## src/rtl/scu_regs.svh

```systemverilog
`ifndef SCU_REGS_SVH
`define SCU_REGS_SVH
// register indices; byte address is four times the index
`define SCU_STATUS_IDX   8'h0E
`define SCU_CONFIG_IDX   8'h0F
`define SCU_RESP_OKAY    2'b00
`define SCU_RESP_SLVERR  2'b10
// status field positions
`define SCU_ST_BUF       0
`define SCU_ST_FRAME     1
`define SCU_ST_OVR       2
`define SCU_ST_PAR       3
`define SCU_ST_EARLY     4
`define SCU_ST_TO1       5
`define SCU_ST_STATUS_RST 8'h00
// config field positions
`define SCU_CF_MASK      0
`define SCU_CF_T1        1
`define SCU_CF_LCT       2
`define SCU_CF_PEL_LO    4
`define SCU_CF_RST       8'h00
// timing
`define SCU_CLK_PS       5000
`define SCU_RDCLR_PS     2000000
`define SCU_RDCLR_CYC    ((`SCU_RDCLR_PS + `SCU_CLK_PS - 1) / `SCU_CLK_PS)
`define SCU_BUFCLR_CYC   3
`define SCU_EA_IGNORE    200
`define SCU_EA_NMAX_A    384
`define SCU_EA_NMAX_B    368
`endif

```

## src/rtl/scu_pkg.sv

```systemverilog
package scu_pkg;
	typedef enum logic {CLR_IDLE, CLR_WAIT} scu_clr_e;
	typedef logic [8:0] scu_cnt_t;
endpackage

```

## src/rtl/scu_status.sv

```systemverilog
`timescale 1ns/1ps
`include "scu_regs.svh"
// Summary of operation
// - irq line low while any error or timeout flag is set
// - error and timeout flags (bits 1..7) seen by a status read clear 2 us after the read
// - buffer flag pulls irq low when its mask bit is clear
// - buffer flag clears 3 cycles after tx write or rx read, or on tx-to-rx
// - last character sent in last-char mode leaves transmit-empty unset
// - timeout flags at bits 5..7 set on counter terminal counts
// - early reply flag: first start bit in window 200..nmax low or <nmax high
// - every card reset toggle restarts the early reply windows
// - T=0 parity flag set when error count reaches or passes programmed limit
// - parity flag raised on the 10.5 or 11.5 ETU strobe
// - T=0 bad-parity character is not stored
// - T=1 bad-parity character is stored, counter idle
// - overrun flag set on new character while receive register full
// - frame flag set if line low at 10.25 ETU; cleared by status read
// - bit 0 means transmit empty in tx mode, receive full in rx mode
// - transmit empty set when next char writable, cleared on write or dir clear
// - receive full set at programmed FIFO depth, cleared by reads
// - read-only 8-bit status at index Eh, fields as listed, reset 0
// - limit code 000 means one error, 111 means eight
// - T=0 correct character resets the parity error counter
// - buffer mask set stops buffer events interrupting
module scu_status #(
	parameter bit REV_B = 1'b0
) (
	input  wire logic        clk,
	input  wire logic        reset_n,
	input  wire logic [7:0]  s_axi_awaddr,
	input  wire logic        s_axi_awvalid,
	output logic             s_axi_awready,
	input  wire logic [31:0] s_axi_wdata,
	input  wire logic [3:0]  s_axi_wstrb,
	input  wire logic        s_axi_wvalid,
	output logic             s_axi_wready,
	output logic [1:0]       s_axi_bresp,
	output logic             s_axi_bvalid,
	input  wire logic        s_axi_bready,
	input  wire logic [7:0]  s_axi_araddr,
	input  wire logic        s_axi_arvalid,
	output logic             s_axi_arready,
	output logic [31:0]      s_axi_rdata,
	output logic [1:0]       s_axi_rresp,
	output logic             s_axi_rvalid,
	input  wire logic        s_axi_rready,
	input  wire logic        card_io_pin,
	input  wire logic        card_rst_pin,
	input  wire logic        card_clk_pin,
	input  wire logic        tx_mode,
	input  wire logic        tx_holding_wr,
	input  wire logic        rx_holding_rd,
	input  wire logic        tx_char_ready,
	input  wire logic        tx_last_char,
	input  wire logic        rx_fifo_at_depth,
	input  wire logic [2:0]  timeout_tc,
	input  wire logic        rx_char_strobe,
	input  wire logic        rx_parity_bad,
	input  wire logic        tx_nak_strobe,
	input  wire logic        rx_holding_full,
	input  wire logic        frame_check_strobe,
	output logic             rx_store_en,
	output logic             host_irq_n
);
	localparam logic [8:0] NMAX = REV_B ? 9'(`SCU_EA_NMAX_B) : 9'(`SCU_EA_NMAX_A);
	localparam logic [8:0] RDCLR = 9'(`SCU_RDCLR_CYC);

	logic [7:0] status_reg, status_next, config_reg, pend_reg;
	logic aw_full_reg, w_full_reg;
	logic [7:0] aw_addr_reg;
	logic [31:0] w_data_reg;
	logic [3:0] w_strb_reg;
	logic bvalid_reg, rvalid_reg, irq_n_reg;
	logic [1:0] bresp_reg, rresp_reg;
	logic [31:0] rdata_reg;
	scu_pkg::scu_clr_e clr_state_reg;
	scu_pkg::scu_cnt_t clr_cnt_reg, card_cnt_reg;
	logic [2:0] io_sync_reg, rst_sync_reg, cclk_sync_reg;
	logic ea_armed_reg, tx_mode_d_reg, rxfull_d_reg;
	logic [2:0] bufclr_reg;
	logic [3:0] perr_cnt_reg;

	// index decode: byte address must be word aligned and hit a known index
	function automatic logic hit(input logic [7:0] a, input logic [7:0] idx);
		hit = (a[1:0] == 2'h0) && (a[7:2] == idx[5:0]);
	endfunction

	// write and read address decode
	wire do_write  = aw_full_reg && w_full_reg && !bvalid_reg;
	wire wr_config = hit(aw_addr_reg, `SCU_CONFIG_IDX);
	wire do_read   = s_axi_arvalid && !rvalid_reg;
	wire rd_status = hit(s_axi_araddr, `SCU_STATUS_IDX);
	wire rd_config = hit(s_axi_araddr, `SCU_CONFIG_IDX);
	wire status_rd = do_read && rd_status;

	assign s_axi_awready = !aw_full_reg;
	assign s_axi_wready  = !w_full_reg;
	assign s_axi_arready = !rvalid_reg;
	assign s_axi_bvalid  = bvalid_reg;
	assign s_axi_bresp   = bresp_reg;
	assign s_axi_rvalid  = rvalid_reg;
	assign s_axi_rresp   = rresp_reg;
	assign s_axi_rdata   = rdata_reg;
	assign host_irq_n    = irq_n_reg;

	// address and data channels are caught separately, in either order
	always_ff @(posedge clk) begin
		if (!reset_n) begin
			aw_full_reg <= 1'b0;
			w_full_reg  <= 1'b0;
			aw_addr_reg <= 8'h00;
			w_data_reg  <= 32'h0000_0000;
			w_strb_reg  <= 4'h0;
		end else begin
			if (s_axi_awvalid && !aw_full_reg) begin
				aw_full_reg <= 1'b1;
				aw_addr_reg <= s_axi_awaddr;
			end else if (do_write) begin
				aw_full_reg <= 1'b0;
			end
			if (s_axi_wvalid && !w_full_reg) begin
				w_full_reg <= 1'b1;
				w_data_reg <= s_axi_wdata;
				w_strb_reg <= s_axi_wstrb;
			end else if (do_write) begin
				w_full_reg <= 1'b0;
			end
		end
	end

	// write response; status is read only, so only config accepts data
	always_ff @(posedge clk) begin
		if (!reset_n) begin
			bvalid_reg <= 1'b0;
			bresp_reg  <= `SCU_RESP_OKAY;
			config_reg <= `SCU_CF_RST;
		end else begin
			if (do_write) begin
				bvalid_reg <= 1'b1;
				bresp_reg  <= wr_config ? `SCU_RESP_OKAY : `SCU_RESP_SLVERR;
				if (wr_config && w_strb_reg[0])
					config_reg <= w_data_reg[7:0];
			end else if (s_axi_bready) begin
				bvalid_reg <= 1'b0;
			end
		end
	end

	// config as it stands after this edge, so irq follows a mask write without a stale cycle
	wire [7:0] config_next = (do_write && wr_config && w_strb_reg[0]) ? w_data_reg[7:0]
		: config_reg;

	// read data is the status seen at the address edge, before any clear
	always_ff @(posedge clk) begin
		if (!reset_n) begin
			rvalid_reg <= 1'b0;
			rresp_reg  <= `SCU_RESP_OKAY;
			rdata_reg  <= 32'h0000_0000;
		end else if (do_read) begin
			rvalid_reg <= 1'b1;
			rresp_reg  <= (rd_status || rd_config) ? `SCU_RESP_OKAY : `SCU_RESP_SLVERR;
			rdata_reg  <= {24'h000000, rd_status ? status_reg
				: (rd_config ? config_reg : 8'h00)};
		end else if (s_axi_rready) begin
			rvalid_reg <= 1'b0;
		end
	end

	// pin synchronisers; stage 0 feeds stage 1 only, stage 2 is for edges
	always_ff @(posedge clk) begin
		if (!reset_n) begin
			io_sync_reg   <= 3'h7;
			rst_sync_reg  <= 3'h0;
			cclk_sync_reg <= 3'h0;
		end else begin
			io_sync_reg   <= {io_sync_reg[1:0], card_io_pin};
			rst_sync_reg  <= {rst_sync_reg[1:0], card_rst_pin};
			cclk_sync_reg <= {cclk_sync_reg[1:0], card_clk_pin};
		end
	end

	wire io_low     = !io_sync_reg[1];
	wire start_edge = io_sync_reg[2] && !io_sync_reg[1];
	wire rst_toggle = rst_sync_reg[2] ^ rst_sync_reg[1];
	wire cclk_rise  = !cclk_sync_reg[2] && cclk_sync_reg[1];
	wire rst_high   = rst_sync_reg[1];

	// card clock count since last reset toggle; saturates past the window
	always_ff @(posedge clk) begin
		if (!reset_n) begin
			card_cnt_reg <= 9'h000;
			ea_armed_reg <= 1'b1;
		end else if (rst_toggle) begin
			card_cnt_reg <= 9'h000;
			ea_armed_reg <= 1'b1;
		end else begin
			if (cclk_rise && card_cnt_reg != 9'h1FF)
				card_cnt_reg <= card_cnt_reg + 9'h001;
			if (start_edge && (rst_high || card_cnt_reg >= 9'(`SCU_EA_IGNORE)))
				ea_armed_reg <= 1'b0;
		end
	end

	// only the first counted start bit matters; activity before 200 card clocks is ignored while reset is low
	wire ea_low_hit  = !rst_high && card_cnt_reg >= 9'(`SCU_EA_IGNORE)
		&& card_cnt_reg < NMAX;
	wire ea_high_hit = rst_high && card_cnt_reg < NMAX;
	wire ea_set = start_edge && ea_armed_reg && (ea_low_hit || ea_high_hit);

	// parity counting: T=0 counts to the limit, T=1 flags at once
	wire       proto_t1  = config_reg[`SCU_CF_T1];
	wire [3:0] pe_limit  = {1'b0, config_reg[`SCU_CF_PEL_LO +: 3]} + 4'h1;
	wire       par_event = (rx_char_strobe && rx_parity_bad) || tx_nak_strobe;
	// compare is >= so a limit lowered in mid-count still fires instead of waiting for a wrap
	wire       par_hit   = par_event && (proto_t1 || perr_cnt_reg + 4'h1 >= pe_limit);
	assign rx_store_en = rx_char_strobe && (!rx_parity_bad || proto_t1);

	always_ff @(posedge clk) begin
		if (!reset_n)
			perr_cnt_reg <= 4'h0;
		else if (proto_t1)
			perr_cnt_reg <= 4'h0;
		else if (par_hit)
			perr_cnt_reg <= 4'h0;
		else if (par_event)
			perr_cnt_reg <= perr_cnt_reg + 4'h1;
		else if (rx_char_strobe)
			perr_cnt_reg <= 4'h0;
	end

	// buffer flag clear is delayed three cycles behind the data access
	always_ff @(posedge clk) begin
		if (!reset_n) begin
			bufclr_reg    <= 3'h0;
			tx_mode_d_reg <= 1'b0;
			rxfull_d_reg  <= 1'b0;
		end else begin
			bufclr_reg    <= {bufclr_reg[1:0], tx_holding_wr || rx_holding_rd};
			tx_mode_d_reg <= tx_mode;
			rxfull_d_reg  <= rx_fifo_at_depth;
		end
	end

	wire buf_clr = bufclr_reg[`SCU_BUFCLR_CYC - 1] || (tx_mode_d_reg && !tx_mode);
	wire tx_set  = tx_mode && tx_char_ready
		&& !(config_reg[`SCU_CF_LCT] && tx_last_char);
	wire rx_set  = !tx_mode && rx_fifo_at_depth && !rxfull_d_reg;
	wire buf_set = tx_set || rx_set;

	// read-clear sequencer: flags latched at the read clear 2 us later
	always_ff @(posedge clk) begin
		if (!reset_n) begin
			clr_state_reg <= scu_pkg::CLR_IDLE;
			clr_cnt_reg   <= 9'h000;
			pend_reg      <= 8'h00;
		end else if (status_rd) begin
			clr_state_reg <= scu_pkg::CLR_WAIT;
			clr_cnt_reg   <= RDCLR - 9'h001;
			pend_reg      <= pend_reg | {status_reg[7:1], 1'b0};
		end else begin
			case (clr_state_reg)
				scu_pkg::CLR_WAIT: begin
					if (clr_cnt_reg == 9'h000) begin
						clr_state_reg <= scu_pkg::CLR_IDLE;
						pend_reg      <= 8'h00;
					end else begin
						clr_cnt_reg <= clr_cnt_reg - 9'h001;
					end
				end
				default: clr_state_reg <= scu_pkg::CLR_IDLE;
			endcase
		end
	end

	wire [7:0] rd_clr = (clr_state_reg == scu_pkg::CLR_WAIT && clr_cnt_reg == 9'h000
		&& !status_rd) ? pend_reg : 8'h00;

	// status update: a set in the same cycle as its clear wins
	always_comb begin
		status_next = status_reg & ~rd_clr;
		if (buf_clr)
			status_next[`SCU_ST_BUF] = 1'b0;
		if (buf_set)
			status_next[`SCU_ST_BUF] = 1'b1;
		if (frame_check_strobe && io_low)
			status_next[`SCU_ST_FRAME] = 1'b1;
		if (rx_char_strobe && rx_holding_full)
			status_next[`SCU_ST_OVR] = 1'b1;
		if (par_hit)
			status_next[`SCU_ST_PAR] = 1'b1;
		if (ea_set)
			status_next[`SCU_ST_EARLY] = 1'b1;
		status_next[`SCU_ST_TO1 +: 3] = status_next[`SCU_ST_TO1 +: 3] | timeout_tc;
	end

	// irq is registered so the pin never glitches between flag updates
	always_ff @(posedge clk) begin
		if (!reset_n) begin
			status_reg <= `SCU_ST_STATUS_RST;
			irq_n_reg  <= 1'b1;
		end else begin
			status_reg <= status_next;
			irq_n_reg  <= !(|status_next[7:1]
				|| (status_next[`SCU_ST_BUF] && !config_next[`SCU_CF_MASK]));
		end
	end

	// interrupt line against the flags it summarises
	a_irq_errors: assert property (@(posedge clk) disable iff (!reset_n)
		|status_reg[7:1] |-> !host_irq_n) else $error("irq high with error flag set");
	a_irq_masked: assert property (@(posedge clk) disable iff (!reset_n)
		(status_reg[7:1] == 7'h00 && config_reg[`SCU_CF_MASK]) |-> host_irq_n)
		else $error("masked buffer flag raised irq");
	a_irq_buffer: assert property (@(posedge clk) disable iff (!reset_n)
		(status_reg[0] && !config_reg[`SCU_CF_MASK]) |-> !host_irq_n)
		else $error("unmasked buffer flag left irq high");
	a_irq_release: assert property (@(posedge clk) disable iff (!reset_n)
		(status_reg == 8'h00) |-> host_irq_n) else $error("irq low with nothing pending");

	// flag set and clear timing, watched from the pins where possible
	a_timeout_set: assert property (@(posedge clk) disable iff (!reset_n)
		timeout_tc[1] |=> status_reg[6]) else $error("timeout two not flagged");
	a_buf_delay: assert property (@(posedge clk) disable iff (!reset_n)
		(rx_holding_rd && !tx_mode && !rx_fifo_at_depth) ##1 !rx_fifo_at_depth [*3]
		|=> !status_reg[0]) else $error("buffer flag not cleared three cycles on");
	a_dir_clear: assert property (@(posedge clk) disable iff (!reset_n)
		($fell(tx_mode) && !rx_fifo_at_depth) |=> !status_reg[0])
		else $error("direction switch left buffer flag set");
	a_buf_set: assert property (@(posedge clk) disable iff (!reset_n)
		(tx_mode && tx_char_ready && !config_reg[`SCU_CF_LCT]) |=> status_reg[0])
		else $error("transmit empty not set");
	a_rx_full: assert property (@(posedge clk) disable iff (!reset_n)
		(!tx_mode && $rose(rx_fifo_at_depth)) |=> status_reg[0])
		else $error("receive full not set");
	a_frame_set: assert property (@(posedge clk) disable iff (!reset_n)
		(frame_check_strobe && io_low) |=> status_reg[1])
		else $error("frame error not flagged");
	a_read_clear: assert property (@(posedge clk) disable iff (!reset_n)
		(status_rd && status_reg[5] && timeout_tc == 3'h0) ##1 (!status_rd
		&& timeout_tc == 3'h0) [*8] |=> status_reg[5])
		else $error("flag cleared too soon after read");
	a_overrun_set: assert property (@(posedge clk) disable iff (!reset_n)
		(rx_char_strobe && rx_holding_full) |=> status_reg[2])
		else $error("overrun not flagged");
	a_perr_bound: assert property (@(posedge clk) disable iff (!reset_n)
		perr_cnt_reg < 4'h8) else $error("parity count past eight");
	a_t1_store: assert property (@(posedge clk) disable iff (!reset_n)
		(proto_t1 && rx_char_strobe) |-> rx_store_en)
		else $error("T=1 character dropped");
	a_t0_drop: assert property (@(posedge clk) disable iff (!reset_n)
		(!proto_t1 && rx_parity_bad) |-> !rx_store_en)
		else $error("T=0 bad character stored");
	a_lct_hold: assert property (@(posedge clk) disable iff (!reset_n)
		(tx_mode && tx_char_ready && tx_last_char && config_reg[`SCU_CF_LCT]
		&& !status_reg[0]) |=> !status_reg[0]) else $error("last char set empty");
	a_early_stop: assert property (@(posedge clk) disable iff (!reset_n)
		(!ea_armed_reg && !rst_toggle) |=> !$rose(status_reg[4]))
		else $error("early flag after first start bit");
	a_early_window: assert property (@(posedge clk) disable iff (!reset_n)
		$rose(status_reg[4]) |-> $past(card_cnt_reg) < NMAX)
		else $error("early flag outside window");
	a_rd_slverr: assert property (@(posedge clk) disable iff (!reset_n)
		(do_read && !rd_status && !rd_config) |=> (s_axi_rresp == `SCU_RESP_SLVERR
		&& s_axi_rdata == 32'h0000_0000)) else $error("bad read address answered");

	c_irq_fall: cover property (@(posedge clk) disable iff (!reset_n) $fell(host_irq_n));
	c_buf_irq: cover property (@(posedge clk) disable iff (!reset_n) status_reg[0] && !host_irq_n);
	c_read_clear: cover property (@(posedge clk) disable iff (!reset_n) |rd_clr);
	c_parity: cover property (@(posedge clk) disable iff (!reset_n) par_hit && !proto_t1);
	c_early: cover property (@(posedge clk) disable iff (!reset_n) ea_set);
endmodule

```

## config.mk

```make
export PLATFORM = sky130hd
export DESIGN_NAME = scu_status
export DESIGN_NICKNAME = d
export VERILOG_FILES = /design/src/rtl/scu_pkg.sv /design/src/rtl/scu_status.sv
export VERILOG_INCLUDE_DIRS = /design/src /design/src/rtl
export SDC_FILE = /design/constraint.sdc
export NUM_CORES = 1
export LEC_CHECK = 0
export BUFFER_PORTS_ARGS = -buffer_cell sky130_fd_sc_hd__buf_4
export CAP_MARGIN = 5
export CORE_MARGIN = 1
export CORE_UTILIZATION = 25
export DETAILED_ROUTE_END_ITERATION = 12
export PLACE_DENSITY = 0.46
export RECOVER_POWER = 25
export SYNTH_ARGS = -nofsm -noshare
export SYNTH_HDL_FRONTEND = slang
export SYNTH_SLANG_ARGS = --single-unit
```

## constraint.sdc

```tcl
create_clock -name clk -period 2.7 [get_ports clk]
set_input_delay 0.405 -clock clk [delete_from_list [all_inputs] [get_ports clk]]
set_output_delay 0.405 -clock clk [all_outputs]
set_load 0.02 [all_outputs]
```

Word level (Yosys, flattened, before mapping). Cells that the tools add are included.

Bits in registers: 96. Bits of input ports: 76. Output and inout bits: 43. Logic and storage cells: 152.

Add/subtract/negate cells: 4. Order comparisons: 3. Equal/unequal tests: 5. Mux-type cells: 30. Bitwise operators: 7. Reduce and logical (&&, ||, !) cells: 77.

Operators with widths (count): 8-bit 2-to-1 mux (6); 1-bit logical AND (35); 9-bit 2-to-1 mux (3); 6-bit by 4-bit == test with 1-bit output (second input constant) (3); 1-bit 2-to-1 mux (17); 1-bit zero test (14); 2-bit nonzero test (7); 1-bit logical OR (10); 9-bit by 1-bit adder with 9-bit output (second input constant) (1); 9-bit by 8-bit >= comparator with 1-bit output (second input constant) (1); 9-bit zero test (1); 9-bit less-than comparator (second input constant) (1); 9-bit inequality test (second input constant) (1); 9-bit by 1-bit subtractor with 9-bit output (second input constant) (1); 8-bit bitwise AND (1); 4-bit 2-to-1 mux (2); 8-bit NOT (1); 8-bit OR (1); 2-bit AND reduction (4); 7-bit OR reduction (1); 3-bit by 1-bit adder with 4-bit output (second input constant) (1); 4-bit by 1-bit adder with 4-bit output (second input constant) (1); 4-bit >= comparator (1); 2-bit zero test (2); other kinds (7) (10).

Longest topological paths before layout.
Depth after elaboration: 13. Depth in mapped cells: 9. Mapped depth without buffers: 9.

Worst setup path before layout. OpenSTA, ideal clock, no wires.

Path type: reg2reg. Start: reg card_cnt_reg[0]. End: reg card_cnt_reg[7]. Setup time: 124 ps. Arrival time: 1926 ps. Data required time: 2576 ps. Path slack: 650 ps. Stages on the path, launching flop included: 10. Path buffers: 0. Period minus slack after synthesis: 2050 ps. Cell sequence: dfxtp_1 ha_1 nand2_1 nor2_1 ha_1 nor3b_1 and3_1 nand2b_1 xor2_1 nor2_1.

Word-level cells in the longest chain between the ends: 2. Elaborated cells between the ends (all ways): 3. Those cells by class: add/sub (1); eq/ne (1); reduce/logical (1).

RTL lines: from (decl) (line scu_status.sv:77) `scu_pkg::scu_cnt_t clr_cnt_reg, card_cnt_reg;`; from (signal assigned) (line scu_status.sv:198) `card_cnt_reg <= card_cnt_reg + 9'h001;`; parallel branches: the longest is 2 deep, another holds 9-bit by 1-bit adder with 9-bit output.

Parallel ways; which one is timed is not known. A chain may end at the register's enable or synchronous reset.

Worst setup path after layout.
Start: reg clr_cnt_reg[0]. End: reg irq_n_reg (netlist: host_irq_n).

Word-level cells in the longest chain between the ends: 11. Elaborated cells between the ends (all ways): 17. Those cells by class: mux (7); bitwise (3); reduce/logical (7).

RTL lines: from (decl) (line scu_status.sv:77); from (signal assigned) (line scu_status.sv:258) `clr_cnt_reg <= RDCLR - 9'h001;`; from (signal assigned) (line scu_status.sv:267) `clr_cnt_reg <= clr_cnt_reg - 9'h001;`; 9-bit zero test * (line scu_status.sv:275) `wire [7:0] rd_clr = (clr_state_reg == scu_pkg::CLR_WAIT && clr_cnt_reg == 9'h000`; 1-bit logical AND * (line scu_status.sv:275); 1-bit logical AND * (line scu_status.sv:276) `&& !status_rd) ? pend_reg : 8'h00;`; 8-bit 2-to-1 mux * (line scu_status.sv:276); 8-bit NOT * (line scu_status.sv:280) `status_next = status_reg & ~rd_clr;`; 8-bit bitwise AND * (line scu_status.sv:280); 1-bit 2-to-1 mux (line scu_status.sv:281) `if (buf_clr)`; 1-bit 2-to-1 mux (line scu_status.sv:283) `if (buf_set)`; 1-bit logical AND (line scu_status.sv:304) `` || (status_next[`SCU_ST_BUF] && !config_next[`SCU_CF_MASK])); ``; 1-bit logical OR * (line scu_status.sv:303) `irq_n_reg <= !(|status_next[7:1]`; 1-bit zero test * (line scu_status.sv:303); to (signal assigned) (line scu_status.sv:303); to (decl) (line scu_status.sv:73) `logic bvalid_reg, rvalid_reg, irq_n_reg;`.

Mark *: on every way between the ends. The rest lies on a longest branch, timed or not.

==> results by group <==
Critical path
  – Crit path DAT: 2.44 ns
  – Slowest-stage cell, CP: or4b_1
  – CP endpoint kind: flop
  – Startpoint types: flop
  – CP Max Fanout: 3
  – Critical Path RT: 2.95 ns
  – Top cell family by delay on the critical path: simple AND/OR/NAND/NOR gates
  – Crit path buf inv count: 1
  – CP max stage delay: 0.50 ns
  – Crit path kind: reg2reg
  – Crit-path cells: inv_1, ha_1, or4b_1, or3_4, o31ai_4, o21ai_2, o41ai_2

Synth
  – #FFs+latches synth: 93
  – Mapped Cells: 447
  – Yosys warnings: 0
  – Syn Area/Cell: 9.11 µm²
  – Distinct cells, synth: 57
  – Post-synth EDFFs: 0
  – Synth Flop Type: dfxtp_1
  – Seq/Total Area, Yosys: 0.457
  – Cell Area, Synth: 4070 µm²
  – Ys async rst share: 0

Detailed routing
  – Via count: 3,096
  – Initial DRC count: 122
  – Drc violations: 0
  – DR WL/cell: 12.6 µm
  – Total wire length: 9220 µm
  – Final ANT Viol Nets: 0
  – Routed vias/inst: 4.23
  – DRT Pass-1 Iters: 4

Timing
  – Hold Vio Cnt, Final: 0
  – Final worst path period need: 2.19 ns
  – Max Freq: 0.457 GHz
  – Slew Limit Fails: 0
  – Worst slew margin: 0.392
  – Fin Setup TNS: 0 ns
  – RSZ-0062 raised after global routing: no
  – Worst slew pin tran: 0.909 ns
  – Clk_skew: 0.00441 ns
  – Tcrit/Tclk final: 0.810
  – # setup viols final: 0

Global route
  – First-pass GRT wire length: 15,000 µm
  – Gr usage total: 0.117
  – Largest net degree at the start of global routing: 39
  – Total grt overflow: 0
  – Antenna violations before repair: 0
  – Vias in the first global route: 3,002

Power
  – Sequential Power Share: 0.501
  – Pint: 2.18 mW
  – Comb power frac: 0.093
  – P_sw: 702 µW
  – Pwr dens: 584 nW/µm²
  – P_leak: 2.06 nW
  – Total Power: 2.88 mW
  – Sw Share: 0.244
  – Clock power share: 0.405
  – Peak VDD IR: 0.000271 V

CTS
  – CTS HTree Levels: 3
  – Number of post-CTS setup repair buffers: 0
  – Clock transition at the registers of the reported paths: 0.06 ns
  – TritonCTS Buffers: 9
  – Post_cts resized: 0
  – Sink Count: 93
  – Root Driver: clkbuf_16
  – Clk_lat worst skew: 0.34 ns
  – Maximum clock path buffer count: 2
  – CTS tree: done
  – Hold Buf Count CTS: 0

Floorplan
  – Initial Utilization: 0.256
  – Die Y: 130 µm
  – Core ar.: 15,900 µm²
  – Floorplan row count: 46
  – Die width: 130 µm
  – IO Pins: 119
  – Die area: 16,800 µm²

Place
  – Gp weighted congestion: 0.737
  – Dpl hpwl: 6740 µm
  – PortBufs: 65

Job
  – MaxCap Viol Count: 0

Cells and area
  – Share of layout cells above drive strength 1: 0.169
  – Fill cells: 1,733
  – Area grow syn2layout: 21.3%
  – Commonest non-fill, non-tap cell in the layout: dfxtp_1
  – Layout net count: 599
  – Commonest non-fill, non-tap cells in the layout: 93 x dfxtp_1, 62 x buf_4, 58 x nor2_1
  – N_diodes: 0

Run status
  – Status: completed

Worst hold path
  – Hold Crit Class: in2reg
==> cell usage after synthesis, drive strengths merged, types with 2 or more instances <==
cell type,number,area (µm²)
a21oi,28,140
o2111ai,2,17.5
nand2,35,131
nor4bb,3,30.0
xnor2,9,78.8
or3,3,23.8
nor3b,6,45.0
o31ai,2,28.8
a21boi,5,37.5
and2,14,87.6
nand2b,8,50.1
a211oi,2,15.0
dfxtp,93,1860
inv,19,71.3
o221ai,2,17.5
ha,11,138
o21a,2,15.0
clkbuf,14,52.6
nor2b,11,68.8
nor3,3,15.0
mux2i,16,160
o41ai,2,25.0
nor2,58,218
buf,28,214
nand3,6,30.0
o21ai,12,63.8
and3,3,18.8
nor4,2,12.5
a22oi,8,60.1
mux2,6,67.6
xor2,8,70.1
a21o,3,22.5
nand4,6,37.5
==> final cells by class <==
cell class | instances | area, µm² | share of cell area
multi-input combinational | 317 | 1960 | 0.397
clock buffer | 12 | 246 | 0.0499
timing repair buffer | 71 | 499 | 0.101
tap | 216 | 270 | 0.0548
inverter | 20 | 75.1 | 0.0152
clock inverter | 3 | 22.5 | 0.00456
sequential | 93 | 1860 | 0.377
==> power by group through the flow <==
stage          Clock (mW)  Combinational [mW]  Sequential [mW]
2_1_floorplan           0               0.193             1.47
3_3_place_gp            0               0.271             1.47
3_5_place_dp            0               0.274             1.48
4_1_cts              1.21               0.275             1.45
5_1_grt              1.27               0.300             1.45
6_report             1.17               0.269             1.45
==> metal layers <==
layer	wire, µm	share of wire	track usage	vias to the layer above
met4	190	0.021	0.0575	0
met2	4040	0.44	0.183	81
li1	-	-	-	1604
met3	534	0.058	0.0355	13
met1	4460	0.48	0.147	1398
met5	0	0	0	-
==> worst paths after layout <==
path | cells past startpoint | slack, ns | startpoint | endpoint
worst max-delay path | 7 | 0.51 | clr_cnt_reg[0] | host_irq_n
worst max register to register | 7 | 0.51 | clr_cnt_reg[0] | host_irq_n
worst min-delay path | 2 | 0.24 | s_axi_rready | s_axi_rvalid
worst min register to register | 1 | 0.41 | io_sync_reg[0] | io_sync_reg[1]
==> worst register-to-register path, delay by kind of cell, from the launching register on <==
kind | cells | cell delay (ns)
compound gates | 3 | 0.61
fa+ha+maj | 1 | 0.17
buf+inv | 1 | 0.11
simple gates | 2 | 0.88
flops | 1 | 0.32
==> logic make-up after synthesis <==
| kind of cell | share of synthesized area |
|---|---|
| AOI/OAI and AO/OA | 0.131 |
| xor gates and xnor gates | 0.0366 |
| adders and majority gates | 0.0338 |
| buffers and inverters | 0.0839 |
| DFF | 0.457 |
| muxes | 0.0559 |
| other | 0.000921 |
| and+or+nand+nor | 0.200 |
==> stage by stage <==
stage	cells	area, µm²	utilization	setup slack, ns	hold slack (ns)
after floorplan	472	4160	-	0.650	0.386
after global placement	717	4700	0.296	0.513	0.398
after detailed placement	717	4700	0.296	0.526	0.411
after CTS	732	4970	0.313	0.509	0.228
after global routing	732	4940	0.311	0.421	0.251
final	732	4940	0.311	0.513	0.244
(Power assumes the default switching activity.)
